### src/core/cmpirq_pkg.sv
// Shared constants, types and layout helpers for the comparator interrupt bank
package cmpirq_pkg;
   // Largest comparator and window counts that the layout can hold
   localparam int NCMP_MAX = 8;
   localparam int NWIN_MAX = 4;
   localparam int ADDR_W = 8;
   // Register offsets (byte addresses)
   localparam logic [7:0] OFF_CTRL = 8'h00;
   localparam logic [7:0] OFF_STATUS = 8'h04;
   localparam logic [7:0] OFF_IRQ_ENABLE_SET = 8'h10;
   localparam logic [7:0] OFF_IRQ_ENABLE_CLEAR = 8'h14;
   localparam logic [7:0] OFF_IRQ_ENABLE_VIEW = 8'h18;
   localparam logic [7:0] OFF_IRQ_PENDING_STATUS = 8'h1c;
   localparam logic [7:0] OFF_IRQ_PENDING_CLEAR = 8'h20;
   localparam logic [7:0] OFF_OUTPUT_OVERRIDE = 8'h24;
   localparam logic [7:0] OFF_IMPLEMENTED = 8'h30;
   // Field positions
   localparam int CTRL_OVERRIDE_SEL_POS = 7;
   localparam int IRQ_WIN_LSB = 24;
   localparam int STATUS_WIN_LSB = 24;
   localparam int IMPL_WIN_LSB = 16;
   localparam int IMPL_CMP_LSB = 0;
   // Reset values
   localparam logic [31:0] RST_ENABLE_VIEW = 32'h0000_0000;
   localparam logic [31:0] RST_PENDING = 32'h0000_0000;
   localparam logic [7:0] RST_OVERRIDE = 8'h00;
   localparam logic RST_OVERRIDE_SEL = 1'b0;
   // Comparator interrupt condition select
   typedef enum logic [1:0] {
      CMPIRQ_CMP_ABOVE, CMPIRQ_CMP_BELOW, CMPIRQ_CMP_TOGGLE, CMPIRQ_CMP_DONE
   } cmpirq_cmp_sel_t;
   // Window interrupt condition select
   typedef enum logic [2:0] {
      CMPIRQ_WIN_INSIDE, CMPIRQ_WIN_OUTSIDE, CMPIRQ_WIN_TOGGLE, CMPIRQ_WIN_DONE,
      CMPIRQ_WIN_ENTER, CMPIRQ_WIN_LEAVE, CMPIRQ_WIN_RSV6, CMPIRQ_WIN_RSV7
   } cmpirq_win_sel_t;
   // Bit positions shared by all interrupt registers
   function automatic int normal_pos(input int i);
      return 2 * i;
   endfunction
   function automatic int startup_pos(input int i);
      return 2 * i + 1;
   endfunction
   function automatic int window_pos(input int k);
      return IRQ_WIN_LSB + k;
   endfunction
endpackage

### src/core/cmpirq_evt_if.sv
// Event and level bundle between the comparator and window detectors
`timescale 1ns/1ps
`default_nettype none
interface cmpirq_evt_if #(parameter int NCMP = 8, parameter int NWIN = 4);
   logic [NCMP-1:0] cmp_level;
   logic [NCMP-1:0] cmp_evt;
   logic [NWIN-1:0] win_inside;
   logic [NWIN-1:0] win_evt;
   modport cmp_src (output cmp_level, output cmp_evt);
   modport win_src (input cmp_level, output win_inside, output win_evt);
   modport sink (input cmp_level, input cmp_evt, input win_inside, input win_evt);
endinterface
`default_nettype wire

### src/core/cmpirq_cmp_evt.sv
// Comparator output override and normal-mode event detection
`timescale 1ns/1ps
`default_nettype none
module cmpirq_cmp_evt #(parameter int NCMP = 8) (
   input wire logic clk,
   input wire logic rst,
   input wire logic [NCMP-1:0] raw,
   input wire logic [NCMP-1:0] ovr_val,
   input wire logic ovr_sel,
   input wire logic [NCMP-1:0] meas_done,
   input wire logic [2*NCMP-1:0] irq_sel,
   cmpirq_evt_if.cmp_src ev
);
   logic [NCMP-1:0] prev_r;
   logic seen_r;
   // Test override replaces every comparator output
   assign ev.cmp_level = ovr_sel ? ovr_val : raw;
   // Previous level for toggle detection; no toggle before first sample
   always_ff @(posedge clk) begin
      if (rst) begin
         prev_r <= '0;
         seen_r <= 1'b0;
      end else begin
         prev_r <= ev.cmp_level;
         seen_r <= 1'b1;
      end
   end
   // Condition selected per comparator
   always_comb begin
      for (int i = 0; i < NCMP; i++) begin
         unique case (cmpirq_pkg::cmpirq_cmp_sel_t'(irq_sel[2*i +: 2]))
            cmpirq_pkg::CMPIRQ_CMP_ABOVE: ev.cmp_evt[i] = ev.cmp_level[i];
            cmpirq_pkg::CMPIRQ_CMP_BELOW: ev.cmp_evt[i] = ~ev.cmp_level[i];
            cmpirq_pkg::CMPIRQ_CMP_TOGGLE: ev.cmp_evt[i] = seen_r & (prev_r[i] ^ ev.cmp_level[i]);
            cmpirq_pkg::CMPIRQ_CMP_DONE: ev.cmp_evt[i] = meas_done[i];
         endcase
      end
   end
endmodule
`default_nettype wire

### src/core/cmpirq_win_evt.sv
// Window pair inside status and window event detection
`timescale 1ns/1ps
`default_nettype none
module cmpirq_win_evt #(parameter int NWIN = 4) (
   input wire logic clk,
   input wire logic rst,
   input wire logic [NWIN-1:0] win_en,
   input wire logic [2*NWIN-1:0] meas_done,
   input wire logic [3*NWIN-1:0] irq_sel,
   cmpirq_evt_if.win_src ev
);
   logic [NWIN-1:0] prev_r;
   logic seen_r;
   // Inside: above lower (even) comparator and below upper (odd) one
   always_comb begin
      for (int k = 0; k < NWIN; k++) begin
         ev.win_inside[k] = ev.cmp_level[2*k] & ~ev.cmp_level[2*k+1];
      end
   end
   // Previous inside state for edge conditions
   always_ff @(posedge clk) begin
      if (rst) begin
         prev_r <= '0;
         seen_r <= 1'b0;
      end else begin
         prev_r <= ev.win_inside;
         seen_r <= 1'b1;
      end
   end
   // Condition selected per window, only while window mode is on
   always_comb begin
      for (int k = 0; k < NWIN; k++) begin
         unique case (cmpirq_pkg::cmpirq_win_sel_t'(irq_sel[3*k +: 3]))
            cmpirq_pkg::CMPIRQ_WIN_INSIDE: ev.win_evt[k] = ev.win_inside[k];
            cmpirq_pkg::CMPIRQ_WIN_OUTSIDE: ev.win_evt[k] = ~ev.win_inside[k];
            cmpirq_pkg::CMPIRQ_WIN_TOGGLE: ev.win_evt[k] = seen_r & (prev_r[k] ^ ev.win_inside[k]);
            cmpirq_pkg::CMPIRQ_WIN_DONE: ev.win_evt[k] = |meas_done[2*k +: 2];
            cmpirq_pkg::CMPIRQ_WIN_ENTER: ev.win_evt[k] = seen_r & ~prev_r[k] & ev.win_inside[k];
            cmpirq_pkg::CMPIRQ_WIN_LEAVE: ev.win_evt[k] = seen_r & prev_r[k] & ~ev.win_inside[k];
            default: ev.win_evt[k] = 1'b0;
         endcase
         ev.win_evt[k] = ev.win_evt[k] & win_en[k];
      end
   end
endmodule
`default_nettype wire

### src/core/cmpirq_top.sv
// Interrupt, status, test and feature registers of the comparator interface
//
// Implementation choice: the APB register port.
`timescale 1ns/1ps
`default_nettype none
module cmpirq_top #(
   parameter int NCMP = 8,
   parameter int NWIN = 4
) (
   input wire logic REF_CLK,
   input wire logic RESET,
   input wire logic PSEL,
   input wire logic PENABLE,
   input wire logic PWRITE,
   input wire logic [cmpirq_pkg::ADDR_W-1:0] PADDR,
   input wire logic [31:0] PWDATA,
   output logic [31:0] PRDATA,
   output logic PREADY,
   output logic PSLVERR,
   input wire logic [NCMP-1:0] CMP_OUT,
   input wire logic [NCMP-1:0] CMP_STARTUP_DONE,
   input wire logic [NCMP-1:0] CMP_MEAS_DONE,
   input wire logic [2*NCMP-1:0] CMP_IRQ_SEL,
   input wire logic [NWIN-1:0] WIN_ENABLE,
   input wire logic [3*NWIN-1:0] WIN_IRQ_SEL,
   output logic [NCMP-1:0] CMP_RESULT,
   output logic IRQ
);

   // Elaboration checks of the counts the layout can serve
   initial begin
      if (NCMP < 1 || NCMP > cmpirq_pkg::NCMP_MAX) begin
         $error("cmpirq_top: comparator count out of range");
      end
      if (NWIN < 0 || NWIN > cmpirq_pkg::NWIN_MAX) begin
         $error("cmpirq_top: window count out of range");
      end
      // Each window needs its own lower and upper comparator
      if (2 * NWIN > NCMP) begin
         $error("cmpirq_top: too few comparators for the windows");
      end
   end

   // Bits of the interrupt layout that exist in this build
   function automatic logic [31:0] irq_layout();
      logic [31:0] m;
      m = '0;
      for (int i = 0; i < NCMP; i++) begin
         m[cmpirq_pkg::normal_pos(i)] = 1'b1;
         m[cmpirq_pkg::startup_pos(i)] = 1'b1;
      end
      for (int k = 0; k < NWIN; k++) begin
         m[cmpirq_pkg::window_pos(k)] = 1'b1;
      end
      return m;
   endfunction

   // Spread per-source event vectors into the shared layout
   function automatic logic [31:0] irq_pack(
      input logic [NCMP-1:0] norm,
      input logic [NCMP-1:0] sut,
      input logic [NWIN-1:0] win
   );
      logic [31:0] v;
      v = '0;
      for (int i = 0; i < NCMP; i++) begin
         v[cmpirq_pkg::normal_pos(i)] = norm[i];
         v[cmpirq_pkg::startup_pos(i)] = sut[i];
      end
      for (int k = 0; k < NWIN; k++) begin
         v[cmpirq_pkg::window_pos(k)] = win[k];
      end
      return v;
   endfunction

   // Fixed feature flags for this build
   function automatic logic [31:0] impl_value();
      logic [31:0] v;
      v = '0;
      for (int i = 0; i < NCMP; i++) begin
         v[cmpirq_pkg::IMPL_CMP_LSB + i] = 1'b1;
      end
      for (int k = 0; k < NWIN; k++) begin
         v[cmpirq_pkg::IMPL_WIN_LSB + k] = 1'b1;
      end
      return v;
   endfunction

   localparam logic [31:0] IRQ_MASK = irq_layout();
   localparam logic [31:0] IMPL_VAL = impl_value();

   // Interrupt mask and pending state
   logic [31:0] enable_view_r;
   logic [31:0] enable_view_nxt;
   logic [31:0] pending_r;
   logic [31:0] pending_nxt;

   // Test override state
   logic [7:0] override_r;
   logic override_sel_r;

   // Bus answer and output registers
   logic [31:0] prdata_r;
   logic pready_r;
   logic pslverr_r;
   logic [NCMP-1:0] result_r;
   logic irq_r;
   logic irq_nxt;

   // Bus phase qualifiers
   logic acc_start;
   logic acc_done;
   logic wr_done;
   logic mapped;
   logic [31:0] wdata_irq;
   logic [31:0] read_val;
   logic [31:0] status_val;
   logic [NCMP-1:0] ovr_bits;

   // Ones written to the set and clear registers
   logic [31:0] en_set;
   logic [31:0] en_clr;
   logic [31:0] pend_clr;

   // Events per source and packed into the shared layout
   logic [NCMP-1:0] norm_evt;
   logic [NCMP-1:0] sut_evt;
   logic [NWIN-1:0] win_evt;
   logic [2*NWIN-1:0] win_meas_done;
   logic [31:0] event_vec;

   // Write completing at the given offset in this cycle
   function automatic logic wr_hit(input logic [cmpirq_pkg::ADDR_W-1:0] off);
      return wr_done && (PADDR == off);
   endfunction

   // Levels and events shared by the two detectors
   cmpirq_evt_if #(.NCMP(NCMP), .NWIN(NWIN)) evt ();

   // Override bits for the comparators present
   assign ovr_bits = override_r[NCMP-1:0];

   // Comparator override and normal-mode conditions
   cmpirq_cmp_evt #(.NCMP(NCMP)) u_cmp (
      .clk(REF_CLK),
      .rst(RESET),
      .raw(CMP_OUT),
      .ovr_val(ovr_bits),
      .ovr_sel(override_sel_r),
      .meas_done(CMP_MEAS_DONE),
      .irq_sel(CMP_IRQ_SEL),
      .ev(evt.cmp_src)
   );

   // Window pairs share the done pulses of their two comparators
   assign win_meas_done = CMP_MEAS_DONE[2*NWIN-1:0];

   // Window conditions built from comparator pairs
   cmpirq_win_evt #(.NWIN(NWIN)) u_win (
      .clk(REF_CLK),
      .rst(RESET),
      .win_en(WIN_ENABLE),
      .meas_done(win_meas_done),
      .irq_sel(WIN_IRQ_SEL),
      .ev(evt.win_src)
   );

   // Access phase: first cycle computes the answer, second completes it
   assign acc_start = PSEL & PENABLE & ~pready_r;
   assign acc_done = PSEL & PENABLE & pready_r;
   assign wr_done = acc_done & PWRITE;
   assign wdata_irq = PWDATA & IRQ_MASK;

   // Known addresses; anything else answers with an error
   always_comb begin
      unique case (PADDR)
         cmpirq_pkg::OFF_CTRL,
         cmpirq_pkg::OFF_STATUS,
         cmpirq_pkg::OFF_IRQ_ENABLE_SET,
         cmpirq_pkg::OFF_IRQ_ENABLE_CLEAR,
         cmpirq_pkg::OFF_IRQ_ENABLE_VIEW,
         cmpirq_pkg::OFF_IRQ_PENDING_STATUS,
         cmpirq_pkg::OFF_IRQ_PENDING_CLEAR,
         cmpirq_pkg::OFF_OUTPUT_OVERRIDE,
         cmpirq_pkg::OFF_IMPLEMENTED: mapped = 1'b1;
         default: mapped = 1'b0;
      endcase
   end

   // Live status: comparator results on even bits, window inside on top
   always_comb begin
      status_val = '0;
      for (int i = 0; i < NCMP; i++) begin
         status_val[cmpirq_pkg::normal_pos(i)] = evt.cmp_level[i];
      end
      for (int k = 0; k < NWIN; k++) begin
         status_val[cmpirq_pkg::STATUS_WIN_LSB + k] = evt.win_inside[k];
      end
   end

   // Read multiplexer; write-only registers read as zero
   always_comb begin
      read_val = '0;
      unique case (PADDR)
         cmpirq_pkg::OFF_CTRL: read_val[cmpirq_pkg::CTRL_OVERRIDE_SEL_POS] = override_sel_r;
         cmpirq_pkg::OFF_STATUS: read_val = status_val;
         cmpirq_pkg::OFF_IRQ_ENABLE_VIEW: read_val = enable_view_r;
         cmpirq_pkg::OFF_IRQ_PENDING_STATUS: read_val = pending_r;
         cmpirq_pkg::OFF_OUTPUT_OVERRIDE: read_val[7:0] = override_r;
         cmpirq_pkg::OFF_IMPLEMENTED: read_val = IMPL_VAL;
         default: read_val = '0;
      endcase
   end

   // Bus answer: ready one cycle into the access phase
   always_ff @(posedge REF_CLK) begin
      if (RESET) begin
         pready_r <= 1'b0;
         pslverr_r <= 1'b0;
      end else begin
         pready_r <= acc_start;
         pslverr_r <= acc_start & ~mapped; // unmapped answers with an error
      end
   end

   // Read data stands only in the answer cycle, zero otherwise
   always_ff @(posedge REF_CLK) begin
      if (RESET) begin
         prdata_r <= '0;
      end else if (acc_start && !PWRITE) begin
         prdata_r <= read_val;
      end else if (acc_done) begin
         prdata_r <= '0;
      end
   end

   // Ones written to the enable set and clear registers, existing bits only
   always_comb begin
      en_set = '0;
      en_clr = '0;
      if (wr_hit(cmpirq_pkg::OFF_IRQ_ENABLE_SET)) begin
         en_set = wdata_irq;
      end
      if (wr_hit(cmpirq_pkg::OFF_IRQ_ENABLE_CLEAR)) begin
         en_clr = wdata_irq;
      end
   end

   // Mask: set by enable-set ones, cleared by enable-clear ones
   assign enable_view_nxt = (enable_view_r | en_set) & ~en_clr;

   always_ff @(posedge REF_CLK) begin
      if (RESET) begin
         enable_view_r <= cmpirq_pkg::RST_ENABLE_VIEW;
      end else begin
         enable_view_r <= enable_view_nxt;
      end
   end

   // Events of each source kind
   assign norm_evt = evt.cmp_evt;
   assign sut_evt = CMP_STARTUP_DONE;
   assign win_evt = evt.win_evt;
   // Events gathered into the shared layout
   assign event_vec = irq_pack(norm_evt, sut_evt, win_evt);

   // Ones written to the pending clear register
   always_comb begin
      pend_clr = '0;
      if (wr_hit(cmpirq_pkg::OFF_IRQ_PENDING_CLEAR)) begin
         pend_clr = wdata_irq;
      end
   end

   // Pending: sticky, cleared by ones, a same-cycle event wins
   assign pending_nxt = (pending_r & ~pend_clr) | event_vec;

   // Bits with no source in this build stay low
   always_ff @(posedge REF_CLK) begin
      if (RESET) begin
         pending_r <= cmpirq_pkg::RST_PENDING;
      end else begin
         pending_r <= pending_nxt & IRQ_MASK;
      end
   end

   // Test override values
   always_ff @(posedge REF_CLK) begin
      if (RESET) begin
         override_r <= cmpirq_pkg::RST_OVERRIDE;
      end else if (wr_hit(cmpirq_pkg::OFF_OUTPUT_OVERRIDE)) begin
         override_r <= PWDATA[7:0];
      end
   end

   // Global override select
   always_ff @(posedge REF_CLK) begin
      if (RESET) begin
         override_sel_r <= cmpirq_pkg::RST_OVERRIDE_SEL;
      end else if (wr_hit(cmpirq_pkg::OFF_CTRL)) begin
         override_sel_r <= PWDATA[cmpirq_pkg::CTRL_OVERRIDE_SEL_POS];
      end
   end

   // Registered comparator result as seen by the logic
   always_ff @(posedge REF_CLK) begin
      if (RESET) begin
         result_r <= '0;
      end else begin
         result_r <= evt.cmp_level;
      end
   end

   // Next level from next pending and mask state
   // so a clear drops the line on the edge where it lands
   assign irq_nxt = |(pending_nxt & enable_view_nxt & IRQ_MASK);

   // Interrupt line registered from its next value
   always_ff @(posedge REF_CLK) begin
      if (RESET) begin
         irq_r <= 1'b0;
      end else begin
         irq_r <= irq_nxt;
      end
   end

   // Outputs straight from flip-flops
   assign PRDATA = prdata_r;
   assign PREADY = pready_r;
   assign PSLVERR = pslverr_r;
   assign CMP_RESULT = result_r;
   assign IRQ = irq_r;

endmodule
`default_nettype wire

### config.mk
export PLATFORM = sky130hd
export DESIGN_NAME = cmpirq_top
export DESIGN_NICKNAME = d
export VERILOG_FILES = /design/src/core/cmpirq_pkg.sv /design/src/core/cmpirq_evt_if.sv /design/src/core/cmpirq_cmp_evt.sv /design/src/core/cmpirq_win_evt.sv /design/src/core/cmpirq_top.sv
export SDC_FILE = /design/constraint.sdc
export NUM_CORES = 1
export LEC_CHECK = 0
export BUFFER_PORTS_ARGS = -buffer_cell sky130_fd_sc_hd__buf_2
export CAP_MARGIN = 10
export CORE_UTILIZATION = 45
export DETAILED_ROUTE_END_ITERATION = 6
export HOLD_SLACK_MARGIN = 0.08
export PLACE_DENSITY = 0.75
export SETUP_SLACK_MARGIN = 0.5
export SLEW_MARGIN = 15
export SYNTH_ARGS = -nofsm -noshare
export SYNTH_HDL_FRONTEND = slang
export SYNTH_SLANG_ARGS = --single-unit
### constraint.sdc
create_clock -name REF_CLK -period 3.05 [get_ports REF_CLK]
set_input_delay 0.4575 -clock REF_CLK [delete_from_list [all_inputs] [get_ports REF_CLK]]
set_output_delay 0.4575 -clock REF_CLK [all_outputs]
set_load 0.03 [all_outputs]
After elaboration in Yosys (flattened, before gate mapping)
Cells that the tools add are included.
W data, S select, Z words.
- equal/unequal tests: 52
- muxes and demuxes: 23
- bitwise logic cells: 78
- reduce and logical (&&, ||, !) cells: 27
- operator list (cell ; count):
    $pmux W24 S4 ; 1
    $mux W28 ; 3
    $mux W32 ; 2
    $and A28 B28 Y28 ; 2
    $and A1 B1 Y1 ; 41
    $pmux W7 S5 ; 1
    $and A32 B32 Y32 ; 1
    $eq A2 B2 Y1 const B ; 16
    $eq A8 B5 Y1 const B ; 4
    $not A32 Y32 ; 1
    $or A32 B32 Y32 ; 1
    $pmux W1 S4 ; 8
    $not A28 Y28 ; 1
    $or A28 B28 Y28 ; 1
    $eq A3 B2 Y1 const B ; 8
    $eq A3 B3 Y1 const B ; 8
    $eq A8 B6 Y1 const B ; 3
    $pmux W1 S6 ; 4
    $reduce_or A20 Y1 ; 1
    $not A1 Y1 ; 18
    $eq A2 B1 Y1 const B ; 8
    $logic_not A2 Y1 ; 8
    $eq A3 B1 Y1 const B ; 4
    $logic_not A3 Y1 ; 4
    other kinds (11) ; 31
- register bits: 109
- bits of input ports: 101
- output and inout bits: 43

Depth between registers and ports, before layout
Gate-level depths: netlist of run 1.
- depth in word-level cells: 10
- mapped depth: 9
- depth with buffers taken out: 7

Cells and area by module
A second synthesis of run 1 with hierarchy kept.
- cell total of the unflattened synthesis: 584
- area, all modules: 4903.5 µm²
- by module, submodules not included (module ; instances ; cells each ; area each (µm²) ; sequential area each (µm²)):
    cmpirq_top ; 1 ; 442 ; 3643.5 ; 1621.6
    cmpirq_cmp_evt ; 1 ; 78 ; 808.3 ; 180.2
    cmpirq_win_evt ; 1 ; 64 ; 451.7 ; 100.1

Worst setup path before layout of run 1
Ideal clock, no wire load.
- path type: input-to-reg
- from: in PADDR[2] (netlist name)
- to: reg irq_r, in the netlist IRQ
- setup time: 131 ps
- arrival time: 2167 ps
- data required time: 2919 ps
- slack: 752 ps
- stages: 9
- cell sequence: buf_6 or4_4 nor3_4 buf_6 a31oi_1 a22oi_2 o221ai_2 nor4_2 a31oi_1
- longest elaborated chain between the ends: 8
- elaborated cells between the ends (all ways): 17
- those cells by class: 3 x eq/ne; 3 x mux; 7 x bitwise; 4 x reduce/logical
- RTL lines (what ; RTL line ; RTL):
    start, declared ; cmpirq_top.sv:15 ; input wire logic [cmpirq_pkg::ADDR_W-1:0] PADDR,
    $eq A8 B6 Y1 ; cmpirq_top.sv:134 ; return wr_done && (PADDR == off);
    $logic_and A1 B1 Y1 ; cmpirq_top.sv:134 ;
    $mux W28 ; cmpirq_top.sv:270 ; if (wr_hit(cmpirq_pkg::OFF_IRQ_PENDING_CLEAR)) begin
    $not A28 Y28 ; cmpirq_top.sv:276 ; assign pending_nxt = (pending_r & ~pend_clr) | event_vec;
    $and A28 B28 Y28 ; cmpirq_top.sv:276 ;
    $or A28 B28 Y28 ; cmpirq_top.sv:276 ;
    $and A28 B28 Y28 * ; cmpirq_top.sv:316 ; assign irq_nxt = |(pending_nxt & enable_view_nxt & IRQ_MASK);
    $reduce_or A20 Y1 * ; cmpirq_top.sv:316 ;
    end signal, assigned ; cmpirq_top.sv:323 ; irq_r <= irq_nxt;
    end, declared ; cmpirq_top.sv:107 ; logic irq_r;
Mark *: on every way between the ends. The rest lies on a longest branch, timed or not.
A chain may end at the register's enable or synchronous reset.

Final worst setup path of run 1
- from: reg override_sel_r
- to: reg irq_r, in the netlist IRQ
- longest elaborated chain between the ends: 10
- elaborated cells between the ends (all ways): 68
- those cells by class: 13 x mux; 54 x bitwise; 1 x reduce/logical
- RTL lines (what ; RTL line ; RTL):
    start, declared ; cmpirq_top.sv:100 ; logic override_sel_r;
    start signal, assigned ; cmpirq_top.sv:299 ; override_sel_r <= cmpirq_pkg::RST_OVERRIDE_SEL;
    start signal, assigned ; cmpirq_top.sv:301 ; override_sel_r <= PWDATA[cmpirq_pkg::CTRL_OVERRIDE_SEL_POS];
    $mux W8 * ; cmpirq_cmp_evt.sv:17 ; assign ev.cmp_level = ovr_sel ? ovr_val : raw;
    $not A1 Y1 ; cmpirq_cmp_evt.sv:33, cmpirq_win_evt.sv:17 ;
    $and A1 B1 Y1 ; cmpirq_win_evt.sv:17 ; ev.win_inside[k] = ev.cmp_level[2*k] & ~ev.cmp_level[2*k+1];
    $xor A1 B1 Y1 or $not A1 Y1 (tied branches) ; cmpirq_win_evt.sv:36, cmpirq_win_evt.sv:35, cmpirq_win_evt.sv:39 ;
    $and A1 B1 Y1 (on tied branches) ; cmpirq_win_evt.sv:36, cmpirq_win_evt.sv:39 ;
    $pmux W1 S6 ; cmpirq_win_evt.sv:33 ; unique case (cmpirq_pkg::cmpirq_win_sel_t'(irq_sel[3*k +: 3]))
    $and A1 B1 Y1 ; cmpirq_win_evt.sv:42 ; ev.win_evt[k] = ev.win_evt[k] & win_en[k];
    $or A28 B28 Y28 * ; cmpirq_top.sv:276 ;
    $and A28 B28 Y28 * ; cmpirq_top.sv:316 ;
    $reduce_or A20 Y1 * ; cmpirq_top.sv:316 ;
Marked as above.

==> results of run 1 <==
==> per-layer routing <==
metal | global-route usage | vias up
li1 | - | 2254
met4 | 0.119 | 0
met2 | 0.441 | 227
met1 | 0.327 | 2270
met3 | 0.0468 | 30
met5 | 0 | -
==> cells in the mapped netlist, drive strengths merged, types with 9 or more instances <==
library cell	instances	area, um^2
nor2	95	357
nand4	12	75.1
inv	20	75.1
and2	19	119
clkbuf	26	97.6
o21ai	17	85.1
dfxtp	86	1720
mux2i	47	470
nand2	29	109
buf	17	125
a22oi	16	125
a21oi	55	275
a31oi	9	56.3
nand2b	9	56.3
nand3	13	65.1
==> logic make-up (layout without fill, tap and decap cells) <==
logic type	Yosys count	after routing	synth area share
compound gates	162	162	0.238
buf+inv	63	173	0.0649
flops	86	86	0.375
mux	49	49	0.107
other cells	1	8	0.000817
simple gates	202	202	0.214
==> final cells by class <==
cell class | count | area [um^2] | share of cell area
multi-input combinational | 421 | 2620 | 0.474
tap | 133 | 166 | 0.0302
clock buffer | 10 | 128 | 0.0231
inverter | 20 | 75.1 | 0.0136
clock inverter | 6 | 86.3 | 0.0156
sequential | 86 | 1720 | 0.312
timing repair buffer | 137 | 721 | 0.131
==> path summary, 6_finish.rpt <==
kind,endpoint,depth (start not counted),startpoint
max,IRQ,7,override_sel_r
min,pending_r[13],3,CMP_STARTUP_DONE[6]
max reg2reg,IRQ,7,override_sel_r
min reg2reg,override_r[0],2,override_r[0]
==> cells in the final DEF (no fill, tap or decap), types with 9 or more instances in the layout <==
| cell type | n |
|---|---|
| nor2_1 | 95 |
| o21ai_0 | 17 |
| a21oi_1 | 55 |
| nand3_1 | 13 |
| buf_4 | 14 |
| a31oi_1 | 9 |
| nand2b_1 | 9 |
| buf_2 | 123 |
| clkbuf_8 | 9 |
| mux2i_1 | 46 |
| a22oi_1 | 15 |
| inv_1 | 20 |
| nand2_1 | 29 |
| and2_1 | 19 |
| nand4_1 | 12 |
| dfxtp_1 | 85 |
==> sequential cells by signal, indices dropped and copies added, names as in the netlist, 4 cells and up <==
signal         cells
PRDATA            21
enable_view_r     20
u_cmp.prev_r       8
pending_r         20
override_r         8
u_win.prev_r       4
==> stage by stage <==
stage | cells | total power, W | cell area (um^2) | util
2_1_floorplan | 570 | 0.00138 | 4620 | -
3_3_place_gp | 796 | 0.00151 | 5280 | 0.538
3_5_place_dp | 796 | 0.00152 | 5280 | 0.538
4_1_cts | 812 | 0.00239 | 5490 | 0.560
5_1_grt | 813 | 0.00247 | 5520 | 0.562
6_report | 813 | 0.00238 | 5520 | 0.562
==> power by group through the flow <==
| stage | combinational, W | sequential [W] | clock [W] |
|---|---|---|---|
| 2_1_floorplan | 0.000179 | 0.00120 | 0 |
| 3_3_place_gp | 0.000311 | 0.00120 | 0 |
| 3_5_place_dp | 0.000322 | 0.00120 | 0 |
| 5_1_grt | 0.000356 | 0.00118 | 0.000933 |
| 6_report | 0.000330 | 0.00117 | 0.000881 |
| 4_1_cts | 0.000324 | 0.00117 | 0.000889 |
==> what timing repair did <==
action	CTS	global route
buffers inserted	0	1
pin swaps	0	1
gates resized for setup	1	3
endpoints found under the setup margin	1	1
hold buffers	0	0
==> worst max-delay path, delay by kind of cell (launching register included) <==
kind / cells / cell delay [ps]
DFF: 1 / 630
muxes: 1 / 520
AOI/OAI and AO/OA: 4 / 1010
and+or+nand+nor: 2 / 220
==> results_dict.tcl, run 1 <==
set metrics [dict create \
    status "finished clean" \
    grt_pass1_vias 4332 \
    antenna_found_initial 0 \
    cts_root_buffer "clkbuf_8" \
    num-fill-cells 894 \
    comb_power_share 0.138 \
    clk-insertion-delay-late_ps 370 \
    crit_required_ps 3340 \
    antenna_cells 0 \
    syn_inst 563 \
    grt.overflow.total 0 \
    timing.final.ws_setup_ps 598 \
    drc 0 \
    path_class "flop to flop" \
    slew_violations 0 \
    post-route-period-util 0.804 \
    slowest_delay_ps 630 \
    syn_avg_cell_area_um2 8.15 \
    antenna_left 0 \
    skew_ps 11.3 \
    cts_made_buffers 9 \
    yosysSeqAreaShare 0.375 \
    synth-edff-count 0 \
    drt-met1-wl_um 5880 \
    grt_max_degree 37 \
    syn-cell-area_mm2 0.00459 \
    hold_viol_final 0 \
    fmax_mhz 408 \
    dr_wl_met3_um 1030 \
    routed-wl-met2_um 6620 \
    setup_viol 0 \
    cp_slowest_cell "dfxtp_2" \
    slew_headroom 0.449 \
    htreeDepth 3 \
    crit_fanout 19 \
    die_w_um 103 \
    hold_slack_ps 329 \
    place_congestion 0.878 \
    ys_seq_elements 86 \
    grt_pass1_wl_um 21000 \
    power.switching_w 0.000644 \
    tightest_slew_ps 826 \
    clk_pin_slew_ps 90 \
    vias 4781 \
    ys_warn_count 0 \
    cts_max_path_buffers 2 \
    ys.flop_type "dfxtp_1" \
    power_leakage_nw 2.48 \
    die_h_um 103 \
    arrival_ps 2740 \
    rsz0062_at_grt "false" \
    area_growth_pct 20.2 \
    power.internal_w 0.00174 \
    dp_hpwl_um 10500 \
    reg2reg_slack_ps 600 \
    p_clk_frac 0.369 \
    layout-drive-gt1-share 0.243 \
    highest_layer "met4" \
    cts.sinks 86 \
    cellPowerDensity_mw_per_mm2 432 \
    crit_chain "mux2i_1, a41o_1, a2bb2oi_1, o21ai_0, nand4_1, nor4_2, a31oi_1" \
    start_util 0.467 \
    final_nets 776 \
    dp_slack_ps 135 \
    io_pins 144 \
    ir_drop_mv 0.201 \
    rows 36 \
    finalWirelength_um 13900 \
    async_flop_share 0 \
    first_pass_iters 5 \
    drt-initial-drc-count 315 \
    finalCriticalPeriod_ps 2450 \
    swShare 0.270 \
    pwr-share-seq 0.492 \
    dieArea_mm2 0.0106 \
    cp-end-kind "flop" \
    track_usage 0.262 \
    port_buffers 123 \
    cts_tree "done" \
    hold_class "input port to flop" \
    vias_per_cell 5.88 \
    wl_per_cell_um 17.1 \
    ys_types 50 \
    setup_tns_ps 0 \
    max_cap_viol_count 0 \
    start_kind "flop" \
    coreArea_mm2 0.00982 \
]
Note: power is estimated with default switching activity, not from simulation.
==> inputs of run 2 (changes only) <==
- ABC_AREA: not set -> 1
- PLACE_DENSITY: 0.75 -> 0.74
- clock period: 3.05 -> 2.5 ns (I/O delays scaled with it)
==> results_dict.tcl, run 2 <==
set metrics [dict create \
    slew_violations 0 \
    netlist.area_leader.share 0.342 \
    start_util 0.462 \
    clk-insertion-delay-late_ps 360 \
    status "finished clean" \
    place_congestion 0.848 \
    synth_common_cells "nand2_1, inv_1, dfxtp_1" \
    rows 38 \
    ys.flop_type "dfxtp_1" \
    max_cap_viol_count 0 \
    largest_reg_flops 21 \
    tightest_slew_ps 568 \
    fmax_mhz 546 \
    grt_max_degree 57 \
    dieArea_mm2 0.0116 \
    yosys.area_share.adder 0 \
    yosys-top-cells-area "dfxtp_1, nand2_1, inv_1" \
    dp_slack_ps 347 \
    crit_buf_inv 3 \
    crit_required_ps 2750 \
    io_pins 144 \
    crit_chain "buf_8, nand2_1, nand2_1, inv_1, o21ai_0, nand2_1, inv_1, nand2_1, nand2_1, nand2_1, nor2_1, nand2_1, nor2_1, a21oi_1" \
    antenna_left 0 \
    antenna_found_initial 0 \
    skew_ps 11.4 \
    timing.final.ws_setup_ps 670 \
    port_buffers 123 \
    yosysSeqAreaShare 0.342 \
    vias 5243 \
    layout-drive-gt1-share 0.225 \
    synth-edff-count 0 \
    finalWirelength_um 14000 \
    arrival_ps 2080 \
    final_nets 1000 \
    cts_root_buffer "clkbuf_8" \
    async_flop_share 0 \
    setup_viol 0 \
    muxShareOfSynthArea 0 \
    first_pass_iters 5 \
    synth_top_cell_by_area "dfxtp_1" \
    synth_compound_area_frac 0.189 \
    cellPowerDensity_mw_per_mm2 460 \
    syn_avg_cell_area_um2 6.44 \
    start_kind "flop" \
    finalCriticalPeriod_ps 1830 \
    grt_pass1_wl_um 22500 \
    slowest_delay_ps 380 \
    syn_inst 782 \
    ys_seq_elements 86 \
    area_growth_pct 17.8 \
    dp_hpwl_um 10300 \
    htreeDepth 3 \
    hold_viol_final 0 \
    cts_made_buffers 9 \
    setup_tns_ps 0 \
    path_class "flop to flop" \
    ys_types 36 \
    grt_pass1_vias 4759 \
    grt.overflow.total 0 \
    cp_top_family "simple AND/OR/NAND/NOR gates" \
    ys_warn_count 0 \
    clk_pin_slew_ps 90 \
    cp_slowest_cell "dfxtp_2" \
    cp-end-kind "flop" \
    drt-initial-drc-count 318 \
    yosys.area_share.simple 0.325 \
    path_common_cell "nand2_1" \
    vias_per_cell 5.02 \
    hold_class "input port to flop" \
    die_h_um 108 \
    final_common_cell "nand2_1" \
    synth_most_common_cell "nand2_1" \
    drc 0 \
    synth_top_family_by_area "simple AND/OR/NAND/NOR gates" \
    ir_drop_mv 0.247 \
    crit_fanout 11 \
    synth_xor_xnor_area_share 0 \
    die_w_um 108 \
    coreArea_mm2 0.0109 \
    final_cell_mix "nand2_1, buf_2, inv_1" \
    cts_max_path_buffers 2 \
    track_usage 0.249 \
    power_leakage_nw 2.84 \
    cts.sinks 86 \
    post-route-period-util 0.732 \
    cts_tree "done" \
    slew_headroom 0.621 \
    rsz0062_at_grt "false" \
    wl_per_cell_um 13.4 \
    syn-cell-area_mm2 0.00503 \
]
## run 2: cell count changes in the layout (fill, tap and decap cells not counted), moves of 10 or more
cell | previous run | this run
a21oi_1 | 55 | 70
a22oi_1 | 15 | 0
and2_1 | 19 | 0
nor2_1 | 95 | 66
nand3_1 | 13 | 52
inv_1 | 20 | 117
nand3_2 | 0 | 15
o21ai_0 | 17 | 46
a21oi_2 | 0 | 10
mux2i_1 | 46 | 0
nand2_1 | 29 | 205
## run 2: tightest hold or removal path, stage by stage
cell	delay (ps)
buf_2	90
inv_1	60
a21oi_1	60
## run 2: cells by family (layout without fill, tap and decap cells)
family / count (synthesis) / count (layout)
other cells: 1 / 9
simple gates: 365 / 365
flops: 86 / 86
compound gates: 165 / 165
buf+inv: 165 / 280
## run 2: where the power goes
part | switching [W] | leakage, nW | internal (W)
sequential | 0.0000226 | 0.703 | 0.00141
combinational | 0.000255 | 2.06 | 0.000137
clock | 0.000519 | 0.0776 | 0.000387
total | 0.000796 | 2.84 | 0.00193
## run 2: what timing repair did
item	4_1_cts	5_1_grt
pin swaps	1	1
hold buffers	0	0
gates cloned	0	0
gates resized for setup	0	7
buffers inserted	2	1
setup endpoints to repair	1	1
## run 2: worst paths after layout
| path | start | end | slack (ps) | depth (start not counted) |
|---|---|---|---|---|
| worst max-delay path | override_sel_r | IRQ | 670 | 14 |
| worst min-delay path | CMP_STARTUP_DONE[5] | pending_r[11] | 280 | 3 |
| worst max register to register | override_sel_r | IRQ | 670 | 14 |
| worst min register to register | PRDATA[11] | PRDATA[11] | 460 | 2 |
## run 2: final cells by class
| type | count | area [um^2] |
|---|---|---|
| Fill cell | 1142 | 4950 |
| Clock buffer | 11 | 141 |
| Antenna cell | 1 | 2.50 |
| Tap cell | 140 | 175 |
| Inverter | 128 | 480 |
| Sequential cell | 86 | 1720 |
| Clock inverter | 5 | 35.0 |
| Multi-Input combinational cell | 538 | 2630 |
| Timing Repair Buffer | 136 | 746 |
## run 2: metrics by stage
step	std cells	total power, W	hold WS [ps]	area [um^2]	util
floorplan	789	0.00170	440	5060	-
finish	1045	0.00273	283	5930	0.545
CTS	1043	0.00273	274	5910	0.543
global route	1044	0.00285	289	5930	0.545
global placement	1025	0.00184	451	5710	0.524
detailed placement	1025	0.00185	452	5710	0.524
## run 2: per-layer routing
metal	track usage	vias to the layer above	share of wire
li1	-	2719	-
met1	0.315	2336	0.45
met2	0.429	172	0.47
met3	0.0406	16	0.061
met4	0.0773	0	0.015
met5	0	-	0
